## config.mk

```make
export PLATFORM = sky130hd
export DESIGN_NAME = cte_err_core
export DESIGN_NICKNAME = d
export VERILOG_FILES = /design/src/hdl/cte_pkg.sv /design/src/hdl/cte_bit_timer.sv /design/src/hdl/cte_err_core.sv /design/src/hdl/cte_filter_pick.sv
export SDC_FILE = /design/constraint.sdc
export NUM_CORES = 1
export LEC_CHECK = 0
export BUFFER_PORTS_ARGS = -buffer_cell sky130_fd_sc_hd__buf_2
export CAP_MARGIN = 0
export CORE_MARGIN = 3
export CORE_UTILIZATION = 38
export CTS_CLUSTER_DIAMETER = 50
export DETAILED_ROUTE_END_ITERATION = 6
export GPL_TIMING_DRIVEN = 0
export REMOVE_ABC_BUFFERS = 1
export SYNTH_ARGS = -nofsm -noshare
export SYNTH_HDL_FRONTEND = slang
export SYNTH_SLANG_ARGS = --single-unit
```

## constraint.sdc

```tcl
create_clock -name i_clk -period 2.9 [get_ports i_clk]
set_clock_uncertainty 0.1 [all_clocks]
set_input_delay 0.58 -clock i_clk [delete_from_list [all_inputs] [get_ports i_clk]]
set_output_delay 0.58 -clock i_clk [all_outputs]
set_load 0.02 [all_outputs]
```

## src/hdl/cte_pkg.sv

```systemverilog
package cte_pkg;

  // ***************************************************************
  // Register op-codes, as seen by the serial command decoder
  // ***************************************************************
  localparam logic [7:0] OP_WR_TIMING = 8'h1A;
  localparam logic [7:0] OP_RD_TIMING = 8'hD8;
  localparam logic [7:0] OP_WR_TXCNT = 8'h26;
  localparam logic [7:0] OP_RD_TXCNT = 8'hEC;
  localparam logic [7:0] OP_WR_RXCNT = 8'h24;
  localparam logic [7:0] OP_RD_RXCNT = 8'hEA;
  localparam logic [7:0] OP_RD_MSG = 8'hDA;
  localparam logic [7:0] OP_RD_ERR = 8'hDC;

  // ***************************************************************
  // Reset values and field positions
  // ***************************************************************
  localparam logic [7:0] CNT_RESET = 8'h00;
  localparam logic [7:0] TIMING_RESET = 8'h00;
  localparam logic [7:0] RD_NONE = 8'h00;
  localparam int TM_SAMP_BIT = 7;
  localparam int TM_SEG2_HI = 6;
  localparam int TM_SEG2_LO = 4;
  localparam int TM_SEG1_HI = 3;
  localparam int TM_SEG1_LO = 0;
  localparam int ERR_OFF_BIT = 7;
  localparam int ERR_TXP_BIT = 6;
  localparam int ERR_RXP_BIT = 5;
  localparam logic [4:0] ERR_LOW_ZERO = 5'h00;

  // ***************************************************************
  // Fault confinement figures
  // ***************************************************************
  localparam logic [7:0] WARN_LO = 8'h60;
  localparam logic [7:0] WARN_HI = 8'h7F;
  localparam logic [7:0] PASSIVE_LO = 8'h80;
  localparam logic [7:0] CNT_MAX = 8'hFF;
  localparam logic [8:0] TX_ERR_INC = 9'h008;
  localparam logic [8:0] RX_MAJOR_INC = 9'h008;
  localparam logic [8:0] RX_ERR_INC = 9'h001;
  localparam logic [7:0] RX_PASSIVE_BACK = 8'h78;
  localparam logic [7:0] CNT_ONE = 8'h01;
  localparam int RECOV_RUNS = 128;
  localparam int RECOV_BITS = 11;
  localparam logic [10:0] RECOV_LAST = 11'(RECOV_RUNS * RECOV_BITS - 1);
  localparam logic [10:0] RUN_ONE = 11'h001;
  localparam logic [10:0] RUN_ZERO = 11'h000;

  // ***************************************************************
  // Bit timing and filters
  // ***************************************************************
  localparam logic [4:0] TQ_ONE = 5'h01;
  localparam logic [4:0] TQ_ZERO = 5'h00;
  localparam int NUM_FILTERS = 8;
  localparam logic [3:0] MATCH_NONE = 4'h0;

  // Transmitter state field codes
  typedef enum logic [1:0] {
    TXST_OFF = 2'b00,
    TXST_IDLE = 2'b01,
    TXST_WAIT = 2'b10,
    TXST_SEND = 2'b11
  } cte_txst_e;

endpackage

```

## src/hdl/cte_bit_timer.sv

```systemverilog
`timescale 1ns/10ps
module cte_bit_timer
  import cte_pkg::*;
(
  input wire logic i_clk,
  input wire logic i_reset_n,
  input wire logic i_ce,
  input wire logic i_tq_tick,
  input wire logic [3:0] i_seg1_code,
  input wire logic [2:0] i_seg2_code,
  output logic o_sample_pt,
  output logic o_bit_end,
  output logic o_timing_bad
);

  // ***************************************************************
  // Quantum counter across one bit time
  // ***************************************************************
  logic [4:0] cnt_q;
  logic [4:0] cnt_d;
  logic [4:0] seg1_tq;
  logic [4:0] seg2_tq;
  logic [4:0] last_tq;
  logic valid;

  // Length is code plus one; a zero code stalls the timer
  assign seg1_tq = {1'b0, i_seg1_code} + TQ_ONE; // RL2
  assign seg2_tq = {2'b00, i_seg2_code} + TQ_ONE; // RL1
  assign valid = (i_seg1_code != 4'h0) && (i_seg2_code != 3'h0);
  assign last_tq = seg1_tq + seg2_tq;
  assign cnt_d = !valid ? TQ_ZERO :
                 !i_tq_tick ? cnt_q :
                 (cnt_q == last_tq) ? TQ_ZERO : cnt_q + TQ_ONE;

  // Quantum 0 is sync; sample closes the last segment-one quantum
  always_ff @(posedge i_clk or negedge i_reset_n)
  begin
    if (!i_reset_n)
    begin
      cnt_q <= TQ_ZERO;
      o_sample_pt <= 1'b0;
      o_bit_end <= 1'b0;
      o_timing_bad <= 1'b1;
    end
    else if (i_ce)
    begin
      cnt_q <= cnt_d;
      o_sample_pt <= valid && i_tq_tick && (cnt_q == seg1_tq); // RL19
      o_bit_end <= valid && i_tq_tick && (cnt_q == last_tq);
      o_timing_bad <= !valid;
    end
  end
endmodule

```

## src/hdl/cte_err_core.sv

```systemverilog
`timescale 1ns/10ps
// What this block does
// RL1: Phase segment two code n gives n+1 quanta; code zero is invalid.
// RL2: Segment one code n gives n+1 quanta; code zero is invalid.
// RL3: Software keeps segment one no shorter than phase segment two.
// RL4: Software programs at least eight quanta per bit.
// RL5: Software should place the sample point at 75% or later.
// RL6: Transmit fault counter is readable, resets to zero, host writable.
// RL7: Receive fault counter is readable, resets to zero, host writable.
// RL8: Warning flag set while a counter lies between 96 and 127.
// RL9: Transmit count 128 to 255 sets transmit passive and passive flag.
// RL10: Receive count 128 to 255 sets receive passive and passive flag.
// RL11: Transmit count passing 255 enters line off and sets its flags.
// RL12: With auto recovery, 128 x 11 recessive bits end line off.
// RL13: Without auto recovery, the host drives recovery from line off.
// RL14: Match field reads zero, or eight plus the matching filter index.
// RL15: Lowest numbered matching filter is reported.
// RL16: Last tag bits hold the tag of the last good transmission.
// RL17: Transmitter state reads off, idle, waiting or sending.
// RL18: Timing register writes land only in initialization mode.
// RL19: Bit sample is taken at the end of segment one.
// RL20: Line off indication clears itself after a recovery sequence.
// RL21: Counters follow standard fault confinement; flags track counters.
// RL22: Recovery zeroes both counters and clears passive and warning.
module cte_err_core
  import cte_pkg::*;
(
  input wire logic i_clk,
  input wire logic i_reset_n,
  input wire logic i_ce,
  input wire logic i_reg_wr,
  input wire logic i_reg_rd,
  input wire logic [7:0] i_reg_op,
  input wire logic [7:0] i_reg_wdata,
  input wire logic i_init_mode,
  input wire logic i_auto_recover_en,
  input wire logic i_host_recover,
  input wire logic i_tq_tick,
  input wire logic i_rx_bit,
  input wire logic i_tx_err,
  input wire logic i_tx_ok,
  input wire logic i_rx_err,
  input wire logic i_rx_err_major,
  input wire logic i_rx_ok,
  input wire logic i_rx_valid,
  input wire logic [cte_pkg::NUM_FILTERS-1:0] i_filter_hits,
  input wire logic i_tx_done,
  input wire logic [1:0] i_tx_tag,
  input wire logic i_tx_allow,
  input wire logic i_queue_empty,
  input wire logic i_tx_busy,
  output logic [7:0] o_reg_rdata,
  output logic o_warn_flag,
  output logic o_passive_flag,
  output logic o_line_off_flag,
  output logic o_tx_passive_bit,
  output logic o_rx_passive_bit,
  output logic o_sample_pt,
  output logic o_bit_end,
  output logic o_timing_bad,
  output logic [3:0] o_match_index,
  output logic [1:0] o_last_tag_bits,
  output cte_pkg::cte_txst_e o_tx_state
);

  // ***************************************************************
  // Register state
  // ***************************************************************
  logic [7:0] timing_q;
  logic [7:0] tx_fault_count_q;
  logic [7:0] rx_fault_count_q;
  logic [10:0] run_q;
  logic [7:0] tx_cnt_d;
  logic [7:0] rx_cnt_d;
  logic [10:0] run_d;
  logic off_d;
  cte_txst_e txst_d;
  logic [3:0] pick_code;

  // ***************************************************************
  // Op-code decode
  // ***************************************************************
  wire wr_timing = i_reg_wr && (i_reg_op == OP_WR_TIMING);
  wire wr_tx_cnt = i_reg_wr && (i_reg_op == OP_WR_TXCNT);
  wire wr_rx_cnt = i_reg_wr && (i_reg_op == OP_WR_RXCNT);
  // Timing changes are locked out once the node has left init
  wire timing_take = wr_timing && i_init_mode; // RL18

  // Read mux; ERR low bits belong to the frame checker elsewhere
  wire [7:0] msg_status = {o_match_index, o_last_tag_bits, o_tx_state};
  wire [7:0] err_view = {o_line_off_flag, o_tx_passive_bit,
                         o_rx_passive_bit, ERR_LOW_ZERO};
  wire [7:0] rd_d = (i_reg_op == OP_RD_TIMING) ? timing_q :
                    (i_reg_op == OP_RD_TXCNT) ? tx_fault_count_q :
                    (i_reg_op == OP_RD_RXCNT) ? rx_fault_count_q :
                    (i_reg_op == OP_RD_MSG) ? msg_status :
                    (i_reg_op == OP_RD_ERR) ? err_view : RD_NONE;

  // ***************************************************************
  // Bit timing and recovery watch
  // ***************************************************************
  cte_bit_timer u_timer (
    .i_clk(i_clk),
    .i_reset_n(i_reset_n),
    .i_ce(i_ce),
    .i_tq_tick(i_tq_tick),
    .i_seg1_code(timing_q[TM_SEG1_HI:TM_SEG1_LO]),
    .i_seg2_code(timing_q[TM_SEG2_HI:TM_SEG2_LO]),
    .o_sample_pt(o_sample_pt),
    .o_bit_end(o_bit_end),
    .o_timing_bad(o_timing_bad)
  );

  // Recessive run counts sampled bits; a dominant bit restarts it
  wire run_full = (run_q == RECOV_LAST);
  wire auto_done = o_line_off_flag && i_auto_recover_en && o_sample_pt &&
                   i_rx_bit && run_full; // RL12
  // Host path is the only way out when auto recovery is off
  wire host_done = o_line_off_flag && i_host_recover; // RL13
  wire recover_go = auto_done || host_done;
  assign run_d = (!o_line_off_flag || recover_go) ? RUN_ZERO :
                 !o_sample_pt ? run_q :
                 i_rx_bit ? run_q + RUN_ONE : RUN_ZERO;

  // ***************************************************************
  // Fault confinement counters
  // ***************************************************************
  wire [8:0] tx_sum = {1'b0, tx_fault_count_q} + TX_ERR_INC;
  wire [8:0] rx_sum = {1'b0, rx_fault_count_q} +
                      (i_rx_err_major ? RX_MAJOR_INC : RX_ERR_INC);
  wire tx_over = i_tx_err && tx_sum[8] && !o_line_off_flag; // RL11
  wire tx_nz = (tx_fault_count_q != CNT_RESET);
  wire rx_nz = (rx_fault_count_q != CNT_RESET);
  wire rx_hi = (rx_fault_count_q >= PASSIVE_LO);

  // Recovery beats host writes; a host write beats bus events so
  // that test values land exactly; counters freeze while line off
  assign tx_cnt_d = recover_go ? CNT_RESET : // RL22
                    wr_tx_cnt ? i_reg_wdata : // RL6
                    o_line_off_flag ? tx_fault_count_q :
                    tx_over ? CNT_MAX :
                    i_tx_err ? tx_sum[7:0] : // RL21
                    (i_tx_ok && tx_nz) ? tx_fault_count_q - CNT_ONE :
                    tx_fault_count_q;
  // Receive count saturates; a good frame from passive drops it back
  assign rx_cnt_d = recover_go ? CNT_RESET : // RL22
                    wr_rx_cnt ? i_reg_wdata : // RL7
                    o_line_off_flag ? rx_fault_count_q :
                    (i_rx_err || i_rx_err_major) ?
                      (rx_sum[8] ? CNT_MAX : rx_sum[7:0]) : // RL21
                    (i_rx_ok && rx_hi) ? RX_PASSIVE_BACK :
                    (i_rx_ok && rx_nz) ? rx_fault_count_q - CNT_ONE :
                    rx_fault_count_q;
  assign off_d = recover_go ? 1'b0 : (o_line_off_flag || tx_over); // RL20

  // Flags come from next counter values so they never lag the count
  wire tx_warn = (tx_cnt_d >= WARN_LO) && (tx_cnt_d <= WARN_HI);
  wire rx_warn = (rx_cnt_d >= WARN_LO) && (rx_cnt_d <= WARN_HI);
  wire tx_pas = (tx_cnt_d >= PASSIVE_LO);
  wire rx_pas = (rx_cnt_d >= PASSIVE_LO);

  // ***************************************************************
  // Message status sources
  // ***************************************************************
  cte_filter_pick u_pick (
    .i_hits(i_filter_hits),
    .o_code(pick_code)
  );

  // Transmitter state: disabled, idle, waiting or on the wire
  always_comb
  begin
    case ({i_tx_allow, i_tx_busy, i_queue_empty})
      3'b110, 3'b111: txst_d = TXST_SEND;
      3'b101: txst_d = TXST_IDLE;
      3'b100: txst_d = TXST_WAIT;
      default: txst_d = TXST_OFF;
    endcase
  end // RL17

  // ***************************************************************
  // Registers
  // ***************************************************************
  // Host-visible configuration and counters
  always_ff @(posedge i_clk or negedge i_reset_n)
  begin
    if (!i_reset_n)
    begin
      timing_q <= TIMING_RESET;
      tx_fault_count_q <= CNT_RESET;
      rx_fault_count_q <= CNT_RESET;
      run_q <= RUN_ZERO;
      o_reg_rdata <= RD_NONE;
    end
    else if (i_ce)
    begin
      if (timing_take)
        timing_q <= i_reg_wdata; // RL18
      tx_fault_count_q <= tx_cnt_d;
      rx_fault_count_q <= rx_cnt_d;
      run_q <= run_d;
      if (i_reg_rd)
        o_reg_rdata <= rd_d;
    end
  end

  // Confinement flags, registered from the next counts
  always_ff @(posedge i_clk or negedge i_reset_n)
  begin
    if (!i_reset_n)
    begin
      o_warn_flag <= 1'b0;
      o_passive_flag <= 1'b0;
      o_line_off_flag <= 1'b0;
      o_tx_passive_bit <= 1'b0;
      o_rx_passive_bit <= 1'b0;
    end
    else if (i_ce)
    begin
      o_warn_flag <= tx_warn || rx_warn; // RL8
      o_passive_flag <= tx_pas || rx_pas;
      o_tx_passive_bit <= tx_pas; // RL9
      o_rx_passive_bit <= rx_pas; // RL10
      o_line_off_flag <= off_d; // RL11
    end
  end

  // Match and tag fields update on their own events only; tx state every cycle
  always_ff @(posedge i_clk or negedge i_reset_n)
  begin
    if (!i_reset_n)
    begin
      o_match_index <= MATCH_NONE;
      o_last_tag_bits <= 2'b00;
      o_tx_state <= TXST_OFF;
    end
    else if (i_ce)
    begin
      if (i_rx_valid)
        o_match_index <= pick_code; // RL14
      if (i_tx_done)
        o_last_tag_bits <= i_tx_tag; // RL16
      o_tx_state <= txst_d;
    end
  end
endmodule

```

## src/hdl/cte_filter_pick.sv

```systemverilog
`timescale 1ns/10ps
module cte_filter_pick
  import cte_pkg::*;
(
  input wire logic [cte_pkg::NUM_FILTERS-1:0] i_hits,
  output logic [3:0] o_code
);

  // ***************************************************************
  // Lowest matching filter wins
  // ***************************************************************
  logic [NUM_FILTERS:0] seen;
  logic [2:0] acc [0:NUM_FILTERS];

  assign seen[0] = 1'b0;
  assign acc[0] = 3'h0;

  // Scan in rising order; later hits are masked once one is seen
  for (genvar i = 0; i < NUM_FILTERS; i++)
  begin : g_scan
    wire first = i_hits[i] & ~seen[i]; // RL15
    assign seen[i+1] = seen[i] | i_hits[i];
    assign acc[i+1] = acc[i] | (first ? 3'(i) : 3'h0);
  end

  // Top bit marks a hit, low three bits carry its index
  assign o_code = seen[NUM_FILTERS] ? {1'b1, acc[NUM_FILTERS]} :
                  MATCH_NONE; // RL14

endmodule

```

# [Yosys cells after proc, flatten, opt, wreduce, memory -nomap -nowiden]
# Cells that the tools add are included.
# Widths: inputs -> output; s select.
[op_classes] addsub=9 div=0 n_bitwise=27 order_cmp=7 muxes=35 shifts=0 n_eq_ne=16 mul=0 n_reduce_logical=40
[ops] op="$mux 8" count=18
[ops] op="$eq 8x8->1 const B" count=5
[ops] op="$mux 11" count=3
[ops] op="$ge 8x8->1 const B" count=3
[ops] op="$logic_and 1x1->1" count=20
[ops] op="$or 3x3->3" count=6
[ops] op="$eq 8x6->1 const B" count=2
[ops] op="$ge 8x7->1 const B" count=2
[ops] op="$le 8x7->1 const B" count=2
[ops] op="$reduce_bool 8->1" count=2
[ops] op="$sub 8x1->8 const B" count=2
[ops] op="$mux 5" count=3
[ops] op="$eq 3x3->1 const B" count=4
[ops] op="$mux 3" count=4
[ops] op="$reduce_and 2->1" count=6
[ops] op="$add 11x1->11 const B" count=1
[ops] op="$eq 11x11->1 const B" count=1
[ops] op="$eq 5x5->1" count=2
[ops] op="$add 8x4->9" count=1
[ops] op="$add 8x4->9 const B" count=1
[ops] op="$eq 8x5->1 const B" count=1
[ops] op="$mux 4" count=2
[ops] op="$and 1x1->1" count=7
[ops] op="$not 1->1" count=7
[ops] op="15 further kinds" count=29
[totals] out_inout_bits=24 input_bits=46 word_cells=151 mem_count=0 mem_bits_rw=0 latchBits=0 regBits=64 romBits=0

# [Depth between registers and ports, before layout]
# Gate-level depths: netlist (run 1).
[depth] ltp_word=11 depth_mapped=9 ltp_nobuf=9

# [Modules after synthesis]
# From an unflattened synthesis (run 1), not the netlist that was laid out.
[unflattened] hier_cells=522 area_unflattened_um2=4511.8
[by_module_without_submodules] mod="cte_err_core" n_inst=1 seq_area_each_um2=1401.3 cells_per_inst=430 area_per_inst_um2=3728.6
[by_module_without_submodules] mod="cte_bit_timer" n_inst=1 seq_area_each_um2=201.4 cells_per_inst=79 area_per_inst_um2=703.2
[by_module_without_submodules] mod="cte_filter_pick" n_inst=1 seq_area_each_um2=0.0 cells_per_inst=13 area_per_inst_um2=80.1

# [Worst setup path before layout (run 1)]
# Ideal clock, no wire load.
[synth_timing] path_type="register to register" startpoint="reg timing_q[0]" endpoint="reg u_timer.cnt_q[4]" setup_slack_ns=0.403 stages_incl_launch_ff=10 n_path_buf=0 required_ns=2.713 setup_time_ns=0.087 arrival_ns=2.311 synth_period_minus_slack_ns=2.497 path_cell_list="dfrtp_1 inv_1 ha_1 fa_1 a21o_1 a21oi_1 xnor2_1 a31o_2 or3_1 o211ai_1"
[synth_via] elab_chain_cells=6 word_cells_on_any_way=10 cone_classes="add/sub (2); eq/ne (2); mux (3); reduce/logical (3)"
[synth_rtl] item="start: declaration" line="cte_err_core.sv:69" rtl="logic [7:0] timing_q;"
[synth_rtl] item="start signal: assignment" line="cte_err_core.sv:198" rtl="timing_q <= i_reg_wdata;"
[synth_rtl] item="$add 4x1->5" line="cte_bit_timer.sv:27" rtl="assign seg1_tq = {1'b0, i_seg1_code} + TQ_ONE;"
[synth_rtl] item="$add 5x5->5" line="cte_bit_timer.sv:30" rtl="assign last_tq = seg1_tq + seg2_tq;"
[synth_rtl] item="$eq 5x5->1" line="cte_bit_timer.sv:33" rtl="(cnt_q == last_tq) ? TQ_ZERO : cnt_q + TQ_ONE;"
[synth_rtl] item="$mux 5" line="cte_bit_timer.sv:33"
[synth_rtl] item="$mux 5" line="cte_bit_timer.sv:32" rtl="!i_tq_tick ? cnt_q :"
[synth_rtl] item="$mux 5" line="cte_bit_timer.sv:31" rtl="assign cnt_d = !valid ? TQ_ZERO :"
[synth_rtl] item="end signal: assignment" line="cte_bit_timer.sv:47" rtl="cnt_q <= cnt_d;"
[synth_rtl] item="end: declaration" line="cte_bit_timer.sv:19" rtl="logic [4:0] cnt_q;"
# Parallel ways exist; a longest one is shown, timed or not. The select of a mux whose other input is x is not followed.
# A chain may end at the register's enable or synchronous reset.

# [Worst setup path after layout (run 1)]
# Ends and elaborated chain as after synthesis.

==> summary.md, run 1 <==
| Metric | Value |
|---|---|
| Detail Placement HPWL | around 9200 um |
| Placed cells | 695 |
| Cell Pwr Density | between 600 and 700 mW/mm^2 |
| DRC errors left | 0 |
| Final ANT Viol Nets | 0 |
| Nets | 632 |
| Reg2Reg Depth | 9 |
| Mux share of post-synthesis cell area | 0.0461 |
| Height of the die | about 110 um |
| Area share of fa/ha/maj cells after synthesis | 0.0579 |
| Root buf cell | clkbuf_16 |
| Status | finished clean |
| Io pins | 70 |
| Count of pins over their slew limit | 0 |
| Max_cap viols | 0 |
| Crit path arrival time | 2.91 ns |
| Max Buffers Root-to-Sink | 2 |
| Average footprint of a synthesized cell | 8.68 um^2 |
| Port buffer count | 69 |
| H-tree depth | 3 |
| Ratio of final minimum period to clock period | 0.956 |
| Initial antenna violation count | 0 |
| Capturing point of the worst reg2reg path | u_timer.cnt_q[4]$_DFFE_PN0P_ |
| Clock Latency Late Sink | approximately 0.33 ns |
| Clock sink count | 63 |
| Tightest Pin Transition | around 0.9 ns |
| Seq cells post-synth | between 60 and 70 |
| FF-to-FF Start | timing_q[0]$_DFFE_PN0P_ |
| First-pass GRT wire length | 20400 um |
| Grt total ovfl | 0 |
| CTS tree | yes |
| Via-per-instance ratio | between 5 and 6 |
| Worst vdd ir | around 400 uV |
| DR vias | 4200 |
| Slew headroom | 0.381 |
| Core Region | around 0.011 mm^2 |
| Static Leak | ~2.3 nW |
| Post-synthesis xor/xnor area fraction | 0.0374 |
| # diodes | 0 |
| Die area | 0.0131 mm^2 |
| Rows | 38 |
| Worst hold slack | between 0.2 and 0.25 ns |
| Fmax | roughly 360 MHz |
| Synth Flop Type | dfrtp_1 |
| GP Congestion | 0.866 |
| RSZ-0062 raised after global routing | false |
| Main combinational cell family by area after synthesis | compound AO/OA/AOI/OAI gates |
| Share of cells above drive strength 1 | 0.186 |
| Critical path endpoint category | flip-flop |
| Synthesized area | around 0.0045 mm^2 |
| Final min period | between 2 and 3 ns |
| Area grow syn2layout | 15.0% |
| Wirelength per Cell | 17.7 um |
| Inserted Clock Buffers | 9 |
| R2R setup slack | 0.13 ns |
| Seq/Total Area, Yosys | 0.354 |
| Synthesized instance count | between 500 and 600 |
| Total wire length | 12500 um |
| Largest net degree at the start of global routing | 64 |
| Complex-gate fraction of the synthesized area | 0.242 |
| Worst setup SP type | flip-flop |
| Crit path kind | reg2reg |
| Worst min path class | in2async |
| Final hold vios | 0 |
| Cell variety after synth | 64 |
| CP max FO | 7 |
| Ys async rst share | 1.00 |
| Final setup viols | 0 |
| Starting Density | 0.400 |
| Gr usage total | 0.196 |
| Vias in the first global route | just under 4000 |
| Yosys Warn Count | 0 |
| Finished Layout Cells | roughly 700 |
| CTS Hold Buffers Added | 0 |
| Clock transition at the registers of the reported paths | 0.05 ns |
| Synth Area in Simple Gates | 0.213 |
| EDFF count, synth | 0 |
| Die width | between 100 and 150 um |
| Drt pass-1 iters | 5 |
| Drt first-iter violations | 280 |
| Worst Setup SP | timing_q[0]$_DFFE_PN0P_ |
| CP Capture Point | u_timer.cnt_q[4]$_DFFE_PN0P_ |
| Worst EP required | roughly 3.0 ns |
[registers in the layout, summed over array words and instances, names as in the netlist]
name and count:
rx_fault_count_q 8, o_passive_flag 1, o_last_tag_bits 2, timing_q 8, o_warn_flag 1, o_tx_passive_bit 1, u_timer.cnt_q 5, o_match_index 4
u_timer.o_timing_bad 1, o_line_off_flag 1, u_timer.o_sample_pt 1, o_tx_state 2, u_timer.o_bit_end 1, run_q 11, tx_fault_count_q 8, o_reg_rdata 8
[layout by cell type (no fill, tap or decap), types with 7 or more instances in the layout]
cell,instances
buf_2,68
nor3_1,7
nor2_1,38
ha_1,19
a21oi_1,32
mux2i_1,7
nand4_1,9
inv_1,29
nor4_1,7
mux2_2,12
clkbuf_16,9
xnor2_1,8
xor2_1,11
a21o_1,8
o21ai_0,35
o211ai_1,12
nand3_1,21
nand2_1,41
dfrtp_1,61
[worst min-delay path by stage]
stage,start,to,slack [ns]
floorplan,i_reset_n,o_last_tag_bits[0]$_DFFE_PN0P_,0.18
global placement,o_reg_rdata[6]$_DFFE_PN0P_,o_reg_rdata[6]$_DFFE_PN0P_,0.36
detailed placement,o_reg_rdata[5]$_DFFE_PN0P_,o_reg_rdata[5]$_DFFE_PN0P_,0.36
CTS,i_reset_n,u_timer.cnt_q[4]$_DFFE_PN0P_,0.29
global route,i_reset_n,u_timer.cnt_q[4]$_DFFE_PN0P_,0.32
finish,i_reset_n,u_timer.cnt_q[4]$_DFFE_PN0P_,0.24
[power breakdown]
part           leakage [nW]  internal (W)  switching [W]
combinational          1.32      0.000442       0.000582
sequential            0.826       0.00102       0.000334
clock                 0.122      0.000566       0.000369
[cell type report]
type,count,area (um^2)
clock buffers,12,236
clock inverters,2,10.0
fillers,1083,6000
inverters,29,109
multi-input cells,394,2670
flip-flops and latches,63,1580
well taps,140,175
repair buffers,69,348
[per-stage QoR]
step                      area (um^2)  TNS [ns]  total power (W)  utilization  setup slack, ns
after floorplan                  4340         0          0.00197            -            0.380
after global placement           4860    -0.140          0.00233        0.437           -0.140
after detailed placement         4870   -0.0859          0.00237        0.437          -0.0859
after CTS                        5110         0          0.00331        0.460           0.0480
after global routing             5120         0          0.00355        0.460           0.0223
final                            5120         0          0.00332        0.460            0.128
[critical path, cell delays in order, from the launching register on]
cell and delay [ns]:
dfrtp_1 0.46, inv_1 0.11, ha_1 0.37, fa_1 0.45, a21o_1 0.18, a21oi_1 0.19, xnor2_1 0.12, a31o_2 0.26
or3_1 0.36, o211ai_1 0.09
[repair_timing]
item	4_1_cts	5_1_grt
buffers inserted	0	0
resized for setup	1	3
endpoints found under the setup margin	1	12
pin swaps	0	0
[cell families after synthesis]
kind of cell    count (synthesis)
simple gates                  176
compound gates                160
flops                          63
buf+inv                        56
fa+ha+maj                      20
xor+xnor                       19
mux                            19
[layer usage]
metal  track usage  routed length, um
met1         0.274               5740
met2         0.303               5830
met3        0.0460                761
met4        0.0578                201
met5             0                  0
[Yosys cell counts (3+ instances only)]
cell,count,area (um^2)
o22ai_1,5,31.3
nor4b_1,3,26.3
a22oi_1,5,37.5
a21o_1,8,60.1
dfrtp_1,62,1550
nor4_1,7,43.8
nor3_1,7,35.0
o31a_1,3,26.3
nor4bb_1,3,30.0
a211oi_1,5,37.5
ha_1,19,238
mux2i_1,7,70.1
nand2b_1,5,31.3
o21ai_0,36,180
nand2_1,41,154
o221ai_1,5,43.8
buf_1,3,11.3
clkbuf_1,22,82.6
nor3b_1,3,22.5
inv_1,29,109
o41ai_1,3,26.3
nand4b_1,3,26.3
a22o_1,5,43.8
mux2_2,12,135
a31oi_1,7,43.8
o2bb2ai_1,3,26.3
o211ai_1,12,90.1
nand4_1,9,56.3
o31ai_1,6,45.0
nor2_1,38,143
xnor2_1,8,70.1
xor2_1,11,96.3
a221oi_1,6,52.6
nor2b_1,5,31.3
a222oi_1,3,30.0
a21oi_1,32,160
nand3_1,21,105
or3_1,6,37.5
or4_1,5,37.5
or2_2,3,18.8
and4_1,6,52.6
No activity file was read; power rests on OpenSTA's default activity.
==> run 2: changes to the inputs <==
--- a/config.mk
+++ b/config.mk
@@ -15,4 +15,5 @@
 export REMOVE_ABC_BUFFERS = 1
 export SYNTH_ARGS = -nofsm -noshare
 export SYNTH_HDL_FRONTEND = slang
+export SYNTH_HIERARCHICAL = 1
 export SYNTH_SLANG_ARGS = --single-unit
==> run 2 against run 1 <==
  * Final area increased by 2.1%
  * First-iteration DRC count increased by 19%
  * Clock-buffer cell count is 1 higher
  * Critical path depth is 1 lower
  * Cell count grew 2.3%
  * Combinational power fell by 9%
  * Die area increased by 1.3%
  * Non-clock buffer count did not move
  * Wire length grew 0.81%
  * Global-route usage fell by 0.41 points
  * Largest cell class unchanged
  * Largest power group unchanged
  * Highest routed layer unchanged
==> summary.md, run 2 <==
| Metric | Value |
|---|---|
| Status | finished clean |
| Area grow syn2layout | 15.9% |
| Io pins | 70 (unchanged) |
| Via-per-instance ratio | 5.93 (+0.12%) |
| Post-synth top cells | 63 x dfrtp_1, 49 x o21ai_0, 44 x nand2_1 |
| Clock transition at the registers of the reported paths | 0.06 ns (about the same) |
| Post-cts resize count | 0 (-1) |
| GP Congestion | 0.914 (+5.6%) |
| Post-Place Setup Slack | 0.0452 ns (+0.131 ns) |
| Largest area contributor in the netlist | dfrtp_1 |
| RSZ-0062 raised after global routing | false |
| Capturing point of the worst reg2reg path | rx_fault_count_q[4]$_DFFE_PN0P_ |
| Commonest cells after routing, fill and taps aside | 68 x buf_2, 62 x dfrtp_1, 49 x o21ai_0 |
| Largest register FFs | 11 (unchanged) |
| Worst min path class | in2async |
| Total wire length | 12600 um (+0.81%) |
| Critical path endpoint category | flip-flop |
| Initial antenna violation count | 0 (unchanged) |
| Worst vdd ir | 358 uV (-12%) |
| Cell Pwr Density | 631 mW/mm^2 (-2.5%) |
| Grt total ovfl | 0 (unchanged) |
| Static Leak | 2.23 nW (-2.0%) |
| Detail Placement HPWL | 9550 um (+3.3%) |
| Final setup viols | 0 (unchanged) |
| Rows | 39 (+2.6%) |
| Most frequent cell after synthesis | dfrtp_1 |
| Synth top area share | 0.349 (+0.00101) |
| Wirelength per Cell | 17.4 um (-1.4%) |
| Cell variety after synth | 78 (+22%) |
| Reg2Reg Depth | 8 (-1) |
| Slew headroom | 0.292 (-0.0886) |
| Synthesized area | 0.00451 mm^2 (+1.3%) |
| Nets | 640 (+1.3%) |
| FF-to-FF Start | rx_fault_count_q[1]$_DFFE_PN0P_ |
| Synthesized instance count | 522 (+1.8%) |
| Ratio of final minimum period to clock period | 0.922 (-0.0336) |
| EDFF count, synth | 0 (unchanged) |
| Clock Latency Late Sink | 0.33 ns (about the same) |
| Root buf cell | clkbuf_16 |
| Fmax | 374 MHz (+3.6%) |
| # diodes | 0 (unchanged) |
| Synth Flop Type | dfrtp_1 |
| Top cells by area, synth | dfrtp_1 35%, o21ai_0 5.4%, ha_1 4.4% |
| CP max FO | 9 (+2) |
| Die width | 115 um (+0.63%) |
| H-tree depth | 3 (unchanged) |
| Count of pins over their slew limit | 0 (unchanged) |
| Crit path arrival time | 2.84 ns (-0.07 ns) |
| Port buffer count | 69 (unchanged) |
| Final worst slack | 0.226 ns (+0.0974 ns) |
| CTS tree | yes |
| Max_cap viols | 0 (unchanged) |
| DR vias | 4300 (+2.4%) |
| Placed Instance Area | 0.00493 mm^2 (+1.3%) |
| Final hold vios | 0 (unchanged) |
| Ys async rst share | 1.00 (unchanged) |
| Worst EP required | 3.06 ns (+0.02 ns) |
| Die area | 0.0132 mm^2 (+1.3%) |
| Vias in the first global route | 4125 (+4.3%) |
| Crit path kind | reg2reg |
| Post-route cell area | 0.00523 mm^2 (+2.1%) |
| Worst Setup SP | rx_fault_count_q[1]$_DFFE_PN0P_ |
| Commonest non-fill, non-tap cell in the layout | buf_2 |
| Setup_tns | 0 ns (unchanged) |
| Clock sink count | 64 (+1.6%) |
| Inserted Clock Buffers | 9 (unchanged) |
| Final min period | 2.67 ns (-0.0974 ns) |
| First-pass GRT wire length | 20400 um (+0.10%) |
| Tightest Pin Transition | 1.06 ns (+0.139 ns) |
| Core Region | 0.0115 mm^2 (+3.5%) |
| Worst setup SP type | flip-flop |
| Share of cells above drive strength 1 | 0.204 (+0.0182) |
| CP Capture Point | rx_fault_count_q[4]$_DFFE_PN0P_ |
| Starting Density | 0.392 (-0.00846) |
| Seq cells post-synth | 64 (+1.6%) |
| Gr usage total | 0.192 (-0.00414) |
| Final core occ | 0.454 (-0.00615) |
| # Post-CTS Setup Buffers | 0 (unchanged) |
| Height of the die | 115 um (+0.63%) |
| Yosys Warn Count | 6 (+6) |
| Largest register by flop count | run_q |
| Final ANT Viol Nets | 0 (unchanged) |
| Max Buffers Root-to-Sink | 2 (unchanged) |
| Average footprint of a synthesized cell | 8.64 um^2 (-0.43%) |
| Drt pass-1 iters | 4 (-1) |
| Drt first-iter violations | 332 (+19%) |
| DRC errors left | 0 (unchanged) |
| Largest net degree at the start of global routing | 65 (+1.6%) |
| R2R setup slack | 0.23 ns (+0.10 ns) |
| CTS Hold Buffers Added | 0 (unchanged) |
| Seq/Total Area, Yosys | 0.355 (+0.000928) |
[run 2: cell count changes after synthesis, moves of 6 or more]
cell / delta
a21oi_1: -10
o21ai_0: +13
nor2_1: -8
nor3_1: +7
o211ai_1: -6
clkbuf_1: -6
and3_1: +7
inv_1: +8
mux2i_1: -7
[run 2: routing by layer]
| metal | part of all wire | GRT usage | wire length [um] | vias to the layer above |
|---|---|---|---|---|
| met1 | 0.46 | 0.264 | 5800 | 2074 |
| met5 | 0 | 0 | 0 | - |
| met3 | 0.056 | 0.0495 | 711 | 24 |
| met4 | 0.022 | 0.0626 | 279 | 0 |
| li1 | - | - | - | 2070 |
| met2 | 0.46 | 0.295 | 5840 | 132 |
[run 2: metrics by stage]
| step | hold WS [ns] | power [W] | std cells |
|---|---|---|---|
| 2_1_floorplan | 0.184 | 0.00187 | 497 |
| 3_3_place_gp | 0.366 | 0.00221 | 709 |
| 3_5_place_dp | 0.376 | 0.00222 | 709 |
| 4_1_cts | 0.285 | 0.00332 | 725 |
| 5_1_grt | 0.302 | 0.00350 | 725 |
| 6_report | 0.238 | 0.00330 | 725 |
[run 2: kinds of logic after synthesis]
kind of cell,synth area share
AOI/OAI and AO/OA,0.264
xor gates and xnor gates,0.0311
adders and majority gates,0.0488
DFF,0.355
and+or+nand+nor,0.205
buffers and inverters,0.0566
muxes,0.0399
[run 2: cell type report]
type | instances | area, um^2
clock buffers | 13 | 260
fillers | 1146 | 6280
multi-input cells | 394 | 2650
well taps | 143 | 179
repair buffers | 69 | 348
clock inverters | 3 | 40.0
flip-flops and latches | 64 | 1600
inverters | 39 | 146
[run 2: worst min-delay path by stage]
stage | cells after the start | endpoint | startpoint | slack [ns]
floorplan | 0 | o_last_tag_bits[0]$_DFFE_PN0P_ | i_reset_n | 0.18
global placement | 2 | o_reg_rdata[4]$_DFFE_PN0P_ | o_reg_rdata[4]$_DFFE_PN0P_ | 0.37
detailed placement | 2 | o_reg_rdata[7]$_DFFE_PN0P_ | o_reg_rdata[7]$_DFFE_PN0P_ | 0.38
CTS | 1 | run_q[2]$_DFFE_PN0P_ | i_reset_n | 0.29
global route | 1 | run_q[1]$_DFFE_PN0P_ | i_reset_n | 0.30
finish | 1 | run_q[3]$_DFFE_PN0P_ | i_reset_n | 0.24
[run 2: worst max-delay path, stage by stage (launching register included)]
cell       delay (ns)
dfrtp_1          0.55
inv_1            0.17
ha_1             0.25
nor3b_1          0.20
a2111oi_0        0.61
nor2_1           0.06
or3_1            0.32
a211oi_1         0.24
a21o_1           0.11
[run 2: power by group]
group | switching [W] | leakage, nW | total [W] | internal (W)
clock | 0.000371 | 0.150 | 0.00108 | 0.000709
sequential | 0.000271 | 0.843 | 0.00129 | 0.00102
combinational | 0.000518 | 1.23 | 0.000929 | 0.000411
